[config.mk]
export PLATFORM = sky130hd
export DESIGN_NAME = apwt_timer
export DESIGN_NICKNAME = d
export VERILOG_FILES = /design/src/rtl/apwt_pkg.sv /design/src/rtl/apwt_timer.sv
export SDC_FILE = /design/constraint.sdc
export NUM_CORES = 1
export LEC_CHECK = 0
export BUFFER_PORTS_ARGS = -buffer_cell sky130_fd_sc_hd__buf_4
export CORE_ASPECT_RATIO = 1.4
export CORE_MARGIN = 8
export CORE_UTILIZATION = 50
export CTS_CLUSTER_DIAMETER = 60
export CTS_CLUSTER_SIZE = 20
export DETAILED_ROUTE_END_ITERATION = 10
export PLACE_DENSITY = 0.7
export SYNTH_ARGS = -nofsm -noshare
export SYNTH_HDL_FRONTEND = slang
export SYNTH_SLANG_ARGS = --single-unit
[constraint.sdc]
create_clock -name sys_clk -period 2.25 [get_ports sys_clk]
set_clock_uncertainty 0.2 [all_clocks]
set_input_delay 0 -clock sys_clk [delete_from_list [all_inputs] [get_ports sys_clk]]
set_output_delay 0 -clock sys_clk [all_outputs]
set_load 0.005 [all_outputs]
[src/rtl/apwt_pkg.sv]
// Operation
// RQ1: Underflow of period counter inverts output pin
// RQ2: Reload alternates primary and secondary, no pause
// RQ3: First interval after start is the primary
// RQ4: One-shot control register ignored in this mode
// RQ5: Source: clock, clock/2, clock/8, companion underflow
// RQ6: Primary lasts (n+1)(m+1) source cycles
// RQ7: Secondary lasts (n+1)(p+1) source cycles
// RQ8: Writing run bit one starts counting
// RQ9: Run bit zero or halt bit one stops
// RQ10: Interrupt with output change after secondary underflow
// RQ11: Prescaler and primary reads return live counters
// RQ12: Stopped writes load reload register and counter
// RQ13: Running writes load reload registers only
// RQ14: New periods take effect at next primary
// RQ15: Polarity bit picks primary and secondary levels
// RQ16: Source bit picks waveform or port latch
// RQ17: Source bit latched at start or interrupt
// RQ18: Reloads step with source and prescaler underflow
// RQ19: Interrupt request is one system-clock pulse
package apwt_pkg;

   // Register offsets, 4-bit address, 8-bit data
   localparam logic [3:0] APWT_OFS_RUN = 4'h0;
   localparam logic [3:0] APWT_OFS_ONESHOT = 4'h1;
   localparam logic [3:0] APWT_OFS_PINIO = 4'h2;
   localparam logic [3:0] APWT_OFS_SRC = 4'h3;
   localparam logic [3:0] APWT_OFS_PRESCALE = 4'h4;
   localparam logic [3:0] APWT_OFS_SECONDARY = 4'h5;
   localparam logic [3:0] APWT_OFS_PRIMARY = 4'h6;
   localparam logic [3:0] APWT_OFS_IRQ_STAT = 4'h7;
   localparam logic [3:0] APWT_OFS_IRQ_MASK = 4'h8;

   // Field positions
   localparam int APWT_RUN_BIT = 0;
   localparam int APWT_BUSY_BIT = 1;
   localparam int APWT_HALT_BIT = 2;
   localparam int APWT_POL_BIT = 0;
   localparam int APWT_OSRC_BIT = 2;

   // Count source encodings
   localparam logic [1:0] APWT_SRC_DIV1 = 2'h0;
   localparam logic [1:0] APWT_SRC_DIV2 = 2'h1;
   localparam logic [1:0] APWT_SRC_DIV8 = 2'h2;
   localparam logic [1:0] APWT_SRC_COMP = 2'h3;
   localparam logic [2:0] APWT_DIV8_LAST = 3'h7;

   typedef enum logic [1:0] {APWT_IDLE, APWT_PRIMARY, APWT_SECONDARY} apwt_phase_t;

   typedef struct packed {
      apwt_phase_t phase;
      logic [2:0] div_cnt;
      logic [7:0] pre_cnt;
      logic [7:0] pre_rel;
      logic [7:0] pre_act;
      logic [7:0] per_cnt;
      logic [7:0] prim_rel;
      logic [7:0] sec_rel;
      logic [7:0] sec_act;
      logic level;
      logic pol;
      logic osrc;
      logic osrc_lat;
      logic [1:0] clk_sel;
      logic [7:0] oneshot;
      logic irq_stat;
      logic irq_mask;
      logic irq;
      logic irq_pulse;
      logic pin;
      logic [7:0] rd_data;
   } apwt_state_t;

   // Reset values
   localparam logic [7:0] APWT_CNT_RST = 8'hff;
   localparam apwt_state_t APWT_STATE_RST = '{
      phase: APWT_IDLE, div_cnt: 3'h0, pre_cnt: APWT_CNT_RST, pre_rel: APWT_CNT_RST,
      pre_act: APWT_CNT_RST, per_cnt: APWT_CNT_RST, prim_rel: APWT_CNT_RST,
      sec_rel: APWT_CNT_RST, sec_act: APWT_CNT_RST, level: 1'b0, pol: 1'b0,
      osrc: 1'b0, osrc_lat: 1'b0, clk_sel: APWT_SRC_DIV1, oneshot: 8'h00,
      irq_stat: 1'b0, irq_mask: 1'b0, irq: 1'b0, irq_pulse: 1'b0, pin: 1'b0,
      rd_data: 8'h00};

endpackage

[src/rtl/apwt_timer.sv]
// Added by the designer: the plain strobed port and the register addresses.
`timescale 1ns/1ps
`default_nettype none
module apwt_timer (
   // Clock and reset
   input wire logic sys_clk,
   input wire logic sys_rst,
   // Register port
   input wire logic [3:0] reg_addr,
   input wire logic [7:0] reg_wdata,
   input wire logic reg_wr,
   input wire logic reg_rd,
   output logic [7:0] reg_rdata,
   // Count source and port latch
   input wire logic companion_uflow,
   input wire logic port_latch_bit,
   // Pin and interrupts
   output logic wave_out_pin,
   output logic irq,
   output logic irq_pulse
);
   import apwt_pkg::*;

   apwt_state_t st_r;
   apwt_state_t st_nxt;
   logic tick;
   logic per_uf;
   logic running;

   // Idle level equals polarity; primary drives the opposite
   function automatic logic idle_level(input logic pol);
      idle_level = pol;
   endfunction

   // Count source tick from the free-running divider, or the companion underflow
   always_comb begin
      case (st_r.clk_sel)
         APWT_SRC_DIV1: tick = 1'b1; // see RQ5
         APWT_SRC_DIV2: tick = st_r.div_cnt[0]; // see RQ5
         APWT_SRC_DIV8: tick = (st_r.div_cnt == APWT_DIV8_LAST); // see RQ5
         default: tick = companion_uflow; // see RQ5
      endcase
   end

   assign running = (st_r.phase != APWT_IDLE);

   // Next state of the whole block
   always_comb begin
      st_nxt = st_r;
      per_uf = 1'b0;
      st_nxt.div_cnt = st_r.div_cnt + 3'h1;
      st_nxt.irq_pulse = 1'b0;

      // Read data and clear-on-read of the status bit
      st_nxt.rd_data = 8'h00;
      if (reg_rd) begin
         if (reg_addr == APWT_OFS_RUN) begin
            st_nxt.rd_data[APWT_RUN_BIT] = running;
            st_nxt.rd_data[APWT_BUSY_BIT] = running;
         end else if (reg_addr == APWT_OFS_ONESHOT) begin
            st_nxt.rd_data = st_r.oneshot;
         end else if (reg_addr == APWT_OFS_PINIO) begin
            st_nxt.rd_data[APWT_POL_BIT] = st_r.pol;
            st_nxt.rd_data[APWT_OSRC_BIT] = st_r.osrc;
         end else if (reg_addr == APWT_OFS_SRC) begin
            st_nxt.rd_data[1:0] = st_r.clk_sel;
         end else if (reg_addr == APWT_OFS_PRESCALE) begin
            st_nxt.rd_data = st_r.pre_cnt; // see RQ11
         end else if (reg_addr == APWT_OFS_SECONDARY) begin
            st_nxt.rd_data = st_r.sec_rel;
         end else if (reg_addr == APWT_OFS_PRIMARY) begin
            st_nxt.rd_data = st_r.per_cnt; // see RQ11
         end else if (reg_addr == APWT_OFS_IRQ_STAT) begin
            st_nxt.rd_data[0] = st_r.irq_stat;
            st_nxt.irq_stat = 1'b0;
         end else if (reg_addr == APWT_OFS_IRQ_MASK) begin
            st_nxt.rd_data[0] = st_r.irq_mask;
         end
      end

      // Prescaler steps with the source, period with prescaler underflow
      if (running && tick) begin
         if (st_r.pre_cnt == 8'h00) begin
            st_nxt.pre_cnt = st_r.pre_act; // see RQ18 RQ6 RQ7
            if (st_r.per_cnt == 8'h00) begin
               per_uf = 1'b1;
               st_nxt.level = ~st_r.level; // see RQ1
               if (st_r.phase == APWT_PRIMARY) begin
                  st_nxt.per_cnt = st_r.sec_act; // see RQ2 RQ7
                  st_nxt.phase = APWT_SECONDARY;
               end else begin
                  // Snapshot reloads here so a running write waits for a primary
                  st_nxt.per_cnt = st_r.prim_rel; // see RQ2 RQ14
                  st_nxt.phase = APWT_PRIMARY;
                  st_nxt.pre_act = st_r.pre_rel; // see RQ14
                  st_nxt.pre_cnt = st_r.pre_rel; // see RQ14
                  st_nxt.sec_act = st_r.sec_rel; // see RQ14
                  st_nxt.irq_pulse = 1'b1; // see RQ10 RQ19
                  st_nxt.irq_stat = 1'b1; // see RQ10
                  st_nxt.osrc_lat = st_r.osrc; // see RQ17
               end
            end else begin
               st_nxt.per_cnt = st_r.per_cnt - 8'h01;
            end
         end else begin
            st_nxt.pre_cnt = st_r.pre_cnt - 8'h01;
         end
      end

      // Register writes
      if (reg_wr) begin
         if (reg_addr == APWT_OFS_RUN) begin
            if (reg_wdata[APWT_HALT_BIT]) begin
               st_nxt.phase = APWT_IDLE; // see RQ9
               st_nxt.level = idle_level(st_r.pol);
            end else if (reg_wdata[APWT_RUN_BIT] && !running) begin
               st_nxt.phase = APWT_PRIMARY; // see RQ8 RQ3
               st_nxt.per_cnt = st_r.prim_rel; // see RQ3
               st_nxt.pre_cnt = st_r.pre_rel;
               st_nxt.pre_act = st_r.pre_rel;
               st_nxt.sec_act = st_r.sec_rel;
               st_nxt.level = ~idle_level(st_r.pol); // see RQ15
               st_nxt.osrc_lat = st_r.osrc; // see RQ17
            end else if (!reg_wdata[APWT_RUN_BIT]) begin
               st_nxt.phase = APWT_IDLE; // see RQ9
               st_nxt.level = idle_level(st_r.pol);
            end
         end else if (reg_addr == APWT_OFS_ONESHOT) begin
            st_nxt.oneshot = reg_wdata; // see RQ4
         end else if (reg_addr == APWT_OFS_PINIO) begin
            st_nxt.pol = reg_wdata[APWT_POL_BIT]; // see RQ15
            st_nxt.osrc = reg_wdata[APWT_OSRC_BIT]; // see RQ16
            if (!running) begin
               st_nxt.level = idle_level(reg_wdata[APWT_POL_BIT]);
            end
         end else if (reg_addr == APWT_OFS_SRC) begin
            st_nxt.clk_sel = reg_wdata[1:0]; // see RQ5
         end else if (reg_addr == APWT_OFS_PRESCALE) begin
            st_nxt.pre_rel = reg_wdata; // see RQ13
            if (!running) begin
               st_nxt.pre_cnt = reg_wdata; // see RQ12
               st_nxt.pre_act = reg_wdata;
            end
         end else if (reg_addr == APWT_OFS_SECONDARY) begin
            st_nxt.sec_rel = reg_wdata; // see RQ13
            if (!running) begin
               st_nxt.sec_act = reg_wdata; // see RQ12
            end
         end else if (reg_addr == APWT_OFS_PRIMARY) begin
            st_nxt.prim_rel = reg_wdata; // see RQ13
            if (!running) begin
               st_nxt.per_cnt = reg_wdata; // see RQ12
            end
         end else if (reg_addr == APWT_OFS_IRQ_MASK) begin
            st_nxt.irq_mask = reg_wdata[0];
         end
      end

      // Outputs from the next state, so each port is a flop
      st_nxt.irq = st_nxt.irq_stat & st_nxt.irq_mask;
      st_nxt.pin = st_nxt.osrc_lat ? port_latch_bit : st_nxt.level; // see RQ16
   end

   // State register
   always_ff @(posedge sys_clk) begin
      if (sys_rst) begin
         st_r <= APWT_STATE_RST;
      end else begin
         st_r <= st_nxt;
      end
   end

   assign reg_rdata = st_r.rd_data;
   assign wave_out_pin = st_r.pin;
   assign irq = st_r.irq;
   assign irq_pulse = st_r.irq_pulse;
endmodule
`default_nettype wire

==> summary.txt, run 1 <==
Status
  – Outcome: finished, violations left
  – Violations in the final reports: setup timing

Synth
  – Total nets after synthesis: ~600
  – Post-synthesis async set-or-reset flop share: 0%
  – Fraction of post-synthesis cell area in the top cell type by area: between 30% and 40%
  – Sequential fraction of the synthesis area: between 30% and 40%
  – Synth Area per Inst: ~8.4 um2
  – Count of cell types in the netlist: 70
  – Top flip-flop cell by instance count after synthesis: dfxtp_1
  – Number of register bits inferred by synthesis: a little under 90
  – Most area-hungry cell type in the Yosys netlist: dfxtp_1
  – Post-synthesis cell count: a little under 600
  – Post-Synthesis Cell Area: 4870 um2
  – Dominant cells by area after synthesis: dfxtp_1 36%, mux2i_1 6.4%, nand2_1 4.6%
  – Synthesis Warnings: 0
  – EDFF count, synth: 0

Worst hold path
  – Worst Hold Class: primary input to flip-flop
  – Start point of the worst min-delay path: companion_uflow

Route
  – Via-per-instance ratio: ~6.4
  – Vias after detailed routing: roughly 4900
  – Antenna Nets Post-Route: 0
  – Post-detailed-route DRC marker count: 0
  – Wire length per cell: between 15 and 20 um
  – Wire length after detailed routing: 15200 um
  – Initial DRC count: 425
  – First-pass iteration count of the detailed router: 5

Power
  – Power Density: around 560 nW/um2
  – Worst VDD drop: between 0.4 and 0.5 mV
  – Leakage power: around 2.5 nW

Global routing
  – Global-route wire length before repair: between 20000 and 25000 um
  – Maximum number of pins on one net before global-route repair: 64
  – Number of global-route vias before repair: 4773
  – Overall global routing resource usage: between 20 and 25%
  – Total congestion overflow: 0
  – Antenna violations before repair: 0

Critical path
  – Critical setup path kind: flip-flop to flip-flop
  – Data required time of the critical path: roughly 2300 ps
  – Crit start category: flip-flop
  – Maximum fanout encountered on the critical timing path: 4
  – Endpoint kind of the worst setup timing path: flip-flop
  – Arrival time at the worst endpoint: 2350 ps
  – Beginning of the critical path: st_r[75]
  – Critical register-to-register path startpoint: st_r[75]

Place
  – Number of instances in the placed design: 730
  – Half-perimeter wire length of the detailed placement result: around 11000 um
  – # port buffers: 28
  – Placer congestion estimate: roughly 0.95

Clocking
  – CTS HTree Levels: 3
  – Clock tree from TritonCTS: yes
  – Clock root cell: clkbuf_16
  – Register clock-pin slew on the reported worst setup and hold paths: 70 ps
  – Number of buffers created by CTS: 9
  – Clock Sink Count: between 80 and 90
  – Clock latency of the later-clocked register in the worst-skew pair: 350 ps
  – Max Buffers Root-to-Sink: 2

Final layout
  – Most frequent cells in the layout: 85 x dfxtp_1, 84 x buf_4, 58 x nand2_1
  – Antenna Cells: 0
  – Final non-filler cell total: about 760
  – Most common cell after layout, fill and taps aside: dfxtp_1
  – Area grow syn2layout: 26.2%
  – Share of final-layout standard cells stronger than drive strength 1: between 20% and 30%
  – Core occupancy in the finished layout: about two thirds
  – Final layout net count: approximately 670

Floorplanning
  – Top-Level Pins: 29
  – Starting density of the core: between 50% and 60%
  – Floorplan Core Area: 9460 um2
  – Die outline area: about 13000 um2
  – Die Span Y: between 100 and 150 um
  – Std cell rows: 42
  – Horizontal extent of the die: roughly 99 um

Timing
  – Final setup violation count: 2
  – Final Hold Violating Endpoints: 0
  – Slew at the pin with the worst max-slew slack: between 600 and 700 ps
  – Final period utilization: 101%
  – Post-layout worst setup margin: -21.5 ps
  – Fin crit period: approximately 2300 ps
  – Maximum operating frequency: 440 MHz
  – Fin. max-slew vios: 0
  – Tightest hold margin: 239 ps
  – Relative slew slack: a little under three fifths
  – RSZ-0062 raised after global routing: yes

Job
  – Maximum Capacitance Violations: 0
-- layout make-up --
type	instances	area [um2]
fill	800	3320
clock inverter	4	28.8
inverter	16	60.1
tap	110	138
multi-input combinational	426	3000
sequential	88	1770
timing repair buffer	107	887
clock buffer	12	256
-- what timing repair did --
item / in CTS / in global routing
setup endpoints to repair: 10 / 34
pin swaps: 0 / 11
resized for setup: 4 / 43
gates cloned: 0 / 0
hold buffers: 16 / 0
hold endpoints to repair: 77 / 0
setup buffers: 0 / 2
-- worst max-delay path, stage by stage (launching register included) --
cell	delay, ps
dfxtp_1	310
buf_4	150
or3_4	330
or3_4	340
or4_1	480
o221a_2	290
o21ai_2	100
-- where the power goes --
| group | total, W | switching (W) | internal [W] |
|---|---|---|---|
| clock network | 0.00144 | 0.000629 | 0.000809 |
| registers | 0.00163 | 0.0000356 | 0.00159 |
| logic | 0.000381 | 0.000213 | 0.000168 |
| total | 0.00345 | 0.000878 | 0.00257 |
-- cell usage after synthesis (4+ instances only) --
cell / n
o21a_1: 5
a31oi_1: 5
a211o_1: 15
clkbuf_1: 25
nand4_1: 6
dfxtp_1: 88
nor3_1: 12
o21ai_0: 37
a221o_1: 12
o211ai_1: 8
nor2_1: 54
buf_2: 12
buf_4: 8
mux2i_1: 31
nand3b_1: 11
a21o_1: 6
nand3_1: 17
o221ai_1: 4
a221oi_1: 12
inv_1: 16
ha_1: 5
a22oi_1: 9
a32oi_1: 5
nand2_1: 60
a211oi_1: 4
nor2b_1: 9
a21oi_1: 27
nand2b_1: 4
-- cell families (layout without fill, tap and decap cells) --
logic type      count (synthesis)  count (layout)  synth area share (%)
buf+inv                        65             139                  5.96
fa+ha+maj                       5               5                  1.29
mux                            34              34                  7.07
flops                          88              88                  36.2
simple gates                  212             212                  23.4
compound gates                175             175                  26.1
-- sequential cells by signal, indices dropped and copies added, names as in the netlist --
signal	flops
irq_pulse	1
reg_rdata	8
irq	1
st_r	77
wave_out_pin	1
-- layer usage --
| layer | share of wire, % | track usage [%] | vias up |
|---|---|---|---|
| li1 | - | - | 2294 |
| met4 | 4.2 | 14.2 | 0 |
| met5 | 0 | 0 | - |
| met3 | 6.4 | 3.88 | 46 |
| met2 | 50 | 38.7 | 181 |
| met1 | 40 | 26.7 | 2330 |
-- worst paths after layout --
kind	endpoint	slack, ps	cells after the start
worst min register to register	st_r[16]	260	2
worst max-delay path	st_r[82]	-20	6
worst max register to register	st_r[82]	-20	6
worst min-delay path	irq_pulse	240	5
-- through the flow --
stage,setup slack [ps],power (W),setup TNS (ps),area [um2]
finish,-21.5,0.00345,-31.4,6140
global route,-78.5,0.00354,-224,6140
CTS,-24.6,0.00344,-101,5940
detailed placement,-36.6,0.00200,-97.8,5490
global placement,-68.5,0.00199,-68.5,5490
floorplan,46.1,0.00186,0,4890
Note: power is estimated with default switching activity, not from simulation.
==> run 2, diff against run 1 <==
- CORE_ASPECT_RATIO: 1.4 -> default
==> run 2 against run 1 <==
Effect of this change: the run still ends with setup timing left; critical path type unchanged; worst hold slack lost 230 ps; first-iteration DRC count grew 50%; register-to-register slack is essentially flat; clock power shrank 23%; non-clock buffer count grew 10; setup slack gained 4.1 ps; count of clock-buffer cells in the layout shrank 3; cell area grew 1.5%; fmax grew 0.18%.
==> summary.txt, run 2 (synthesis gave the netlist of run 1 again) <==
Critical path
  – Cell class contributing the biggest share of worst-path delay: simple AND/OR/NAND/NOR gates
  – Arrival time at the worst endpoint: 2310 ps (-40 ps)
  – Critical setup path kind: flip-flop to flip-flop
  – Endpoint kind of the worst setup timing path: flip-flop
  – Data required time of the critical path: 2290 ps (-40 ps)
  – Critical Path Stages: 8 (+2)
  – End of the worst register-to-register path: st_r[23]
  – Cell with the largest stage delay on the worst path: o31ai_4
  – Maximum fanout encountered on the critical timing path: 6 (+2)
  – CP cell instances: inv_1 -> ha_2 -> nor3b_4 -> buf_6 -> nand4_2 -> o31ai_4 -> mux2i_2 -> nor2_1
  – Worst Reg-to-Reg Cells: 8 (+2)
  – Crit start category: flip-flop
  – Number of buffer and inverter instances along the worst setup path: 2 (+1)
  – Reg-to-reg setup timing slack: -20 ps (about the same)
  – Beginning of the critical path: st_r[52]
  – Longest individual stage delay on the worst path: 350 ps (-130 ps)
  – Critical register-to-register path startpoint: st_r[52]
  – Critical path destination: st_r[23]

Final layout
  – Final layout net count: 681 (+1.5%)
  – Max reg flops: 77 (unchanged)
  – Register with the most flip-flops: st_r
  – Cell area after layout: 6240 um2 (+1.5%)
  – Antenna Cells: 0 (unchanged)
  – Core occupancy in the finished layout: 65.0% (about the same)
  – Share of final-layout standard cells stronger than drive strength 1: 25.5% (+0.38 points)
  – Most common cell after layout, fill and taps aside: dfxtp_1
  – Area grow syn2layout: 28.1%
  – Most frequent cells in the layout: 84 x dfxtp_1, 81 x buf_4, 60 x nand2_1
  – Final non-filler cell total: 796 (+4.3%)

Global routing
  – Total congestion overflow: 0 (unchanged)
  – Maximum number of pins on one net before global-route repair: 63 (-1.6%)
  – Global-route wire length before repair: 26000 um (+6.0%)
  – Number of global-route vias before repair: 4840 (+1.4%)
  – Overall global routing resource usage: 25.3% (+2.2 points)
  – Antenna violations before repair: 0 (unchanged)

Place
  – Placement-stage worst setup slack: -149 ps (-112 ps)
  – Placer congestion estimate: 0.958 (+0.86%)
  – # port buffers: 28 (unchanged)
  – Number of instances in the placed design: 748 (+2.5%)
  – Half-perimeter wire length of the detailed placement result: 11500 um (+3.3%)
  – Area after DPL: 5470 um2 (-0.39%)

Timing
  – Fin crit period: 2270 ps (-4.14 ps)
  – Final Hold Violating Endpoints: 0 (unchanged)
  – Final period utilization: 101% (-0.18 points)
  – Slew at the pin with the worst max-slew slack: 666 ps (+6.22 ps)
  – Maximum operating frequency: 441 MHz (+0.18%)
  – Post-layout worst setup margin: -17.3 ps (+4.14 ps)
  – Final setup violation count: 2 (unchanged)
  – Fin. max-slew vios: 0 (unchanged)
  – Relative slew slack: 55.6% (-0.41 points)
  – RSZ-0062 raised after global routing: yes

Power
  – Leakage power: 2.58 nW (+1.9%)
  – Worst VDD drop: 0.380 mV (-17%)
  – Power Density: 505 nW/um2 (-10%)

Clocking
  – CTS HTree Levels: 3 (unchanged)
  – Register clock-pin slew on the reported worst setup and hold paths: 100 ps (+30 ps)
  – Clock tree from TritonCTS: yes
  – Clock Sink Count: 88 (unchanged)
  – Clock root cell: clkbuf_8
  – Clock latency of the later-clocked register in the worst-skew pair: 380 ps (+30 ps)
  – Max Buffers Root-to-Sink: 2 (unchanged)
  – Number of buffers created by CTS: 9 (unchanged)

Job
  – Maximum Capacitance Violations: 0 (unchanged)

Floorplanning
  – Starting density of the core: 50.7% (-0.72 points)
  – Die outline area: 13100 um2 (-0.34%)
  – Floorplan Core Area: 9590 um2 (+1.4%)
  – Std cell rows: 36 (-14%)
  – Die Span Y: 115 um (-14%)
  – Top-Level Pins: 29 (unchanged)
  – Horizontal extent of the die: 115 um (+15%)

Route
  – Antenna Nets Post-Route: 0 (unchanged)
  – Vias after detailed routing: 5023 (+3.5%)
  – First-pass iteration count of the detailed router: 7 (+2)
  – Wire length after detailed routing: 16600 um (+8.7%)
  – Wire length per cell: 20.8 um (+4.2%)
  – Via-per-instance ratio: 6.31 (-0.75%)
  – Initial DRC count: 636 (+50%)
  – Post-detailed-route DRC marker count: 0 (unchanged)

Status
  – Violations in the final reports: setup timing
  – Outcome: finished, violations left

Worst hold path
  – Worst Hold Class: primary input to flip-flop
-- run 2: how the worst min path moves through the flow --
stage / startpoint / endpoint / slack (ps) / depth (start not counted)
after floorplan: reg_wdata[1] / st_r[68] / -80 / 2
after global placement: port_latch_bit / wave_out_pin / 80 / 3
after detailed placement: port_latch_bit / wave_out_pin / 90 / 3
after CTS: reg_addr[1] / st_r[63] / 5 / 5
after global routing: reg_addr[0] / st_r[22] / 20 / 4
final: reg_addr[1] / st_r[63] / 10 / 5
-- run 2: worst register-to-register path, cell delays in order, from the launching register on --
cell     delay (ps)
dfxtp_1         330
inv_1            90
ha_2            210
nor3b_4         210
buf_6           160
nand4_2         210
o31ai_4         350
mux2i_2         300
nor2_1           80
-- run 2: report_power, final --
| group | switching (W) | internal, W | total, W |
|---|---|---|---|
| registers | 0.0000366 | 0.00159 | 0.00163 |
| logic | 0.000229 | 0.000173 | 0.000402 |
| clock network | 0.000677 | 0.000437 | 0.00111 |
-- run 2: metrics by stage --
step	TNS, ps	hold WS [ps]	power [W]
floorplan	0	-79.1	0.00186
global placement	-281	79.0	0.00199
detailed placement	-2250	86.5	0.00200
CTS	-46.0	5.07	0.00312
global route	-516	17.6	0.00326
finish	-18.1	10.7	0.00315
-- run 2: timing repair --
| action | 4_1_cts | 5_1_grt |
|---|---|---|
| hold buffers | 25 | 0 |
| gates resized for setup | 12 | 56 |
| pin swaps | 4 | 23 |
| setup endpoints to repair | 28 | 40 |
| buffers inserted | 4 | 4 |
| endpoints found under the hold margin | 84 | 0 |
-- run 2: cell type report --
type | count | area [um2]
clock inverter | 7 | 68.8
multi-input combinational | 426 | 3070
inverter | 16 | 60.1
clock buffer | 9 | 124
sequential | 88 | 1770
fill | 811 | 3360
tap | 133 | 166
timing repair buffer | 117 | 985
-- run 2: routing by layer --
layer  vias up  routed length, um  global-route usage (%)
met5         -                  0                       0
met4         0                423                    11.0
met3        43               1400                    5.12
met2       257               7690                    38.7
met1      2413               7050                    33.7
li1       2310                  -                       -
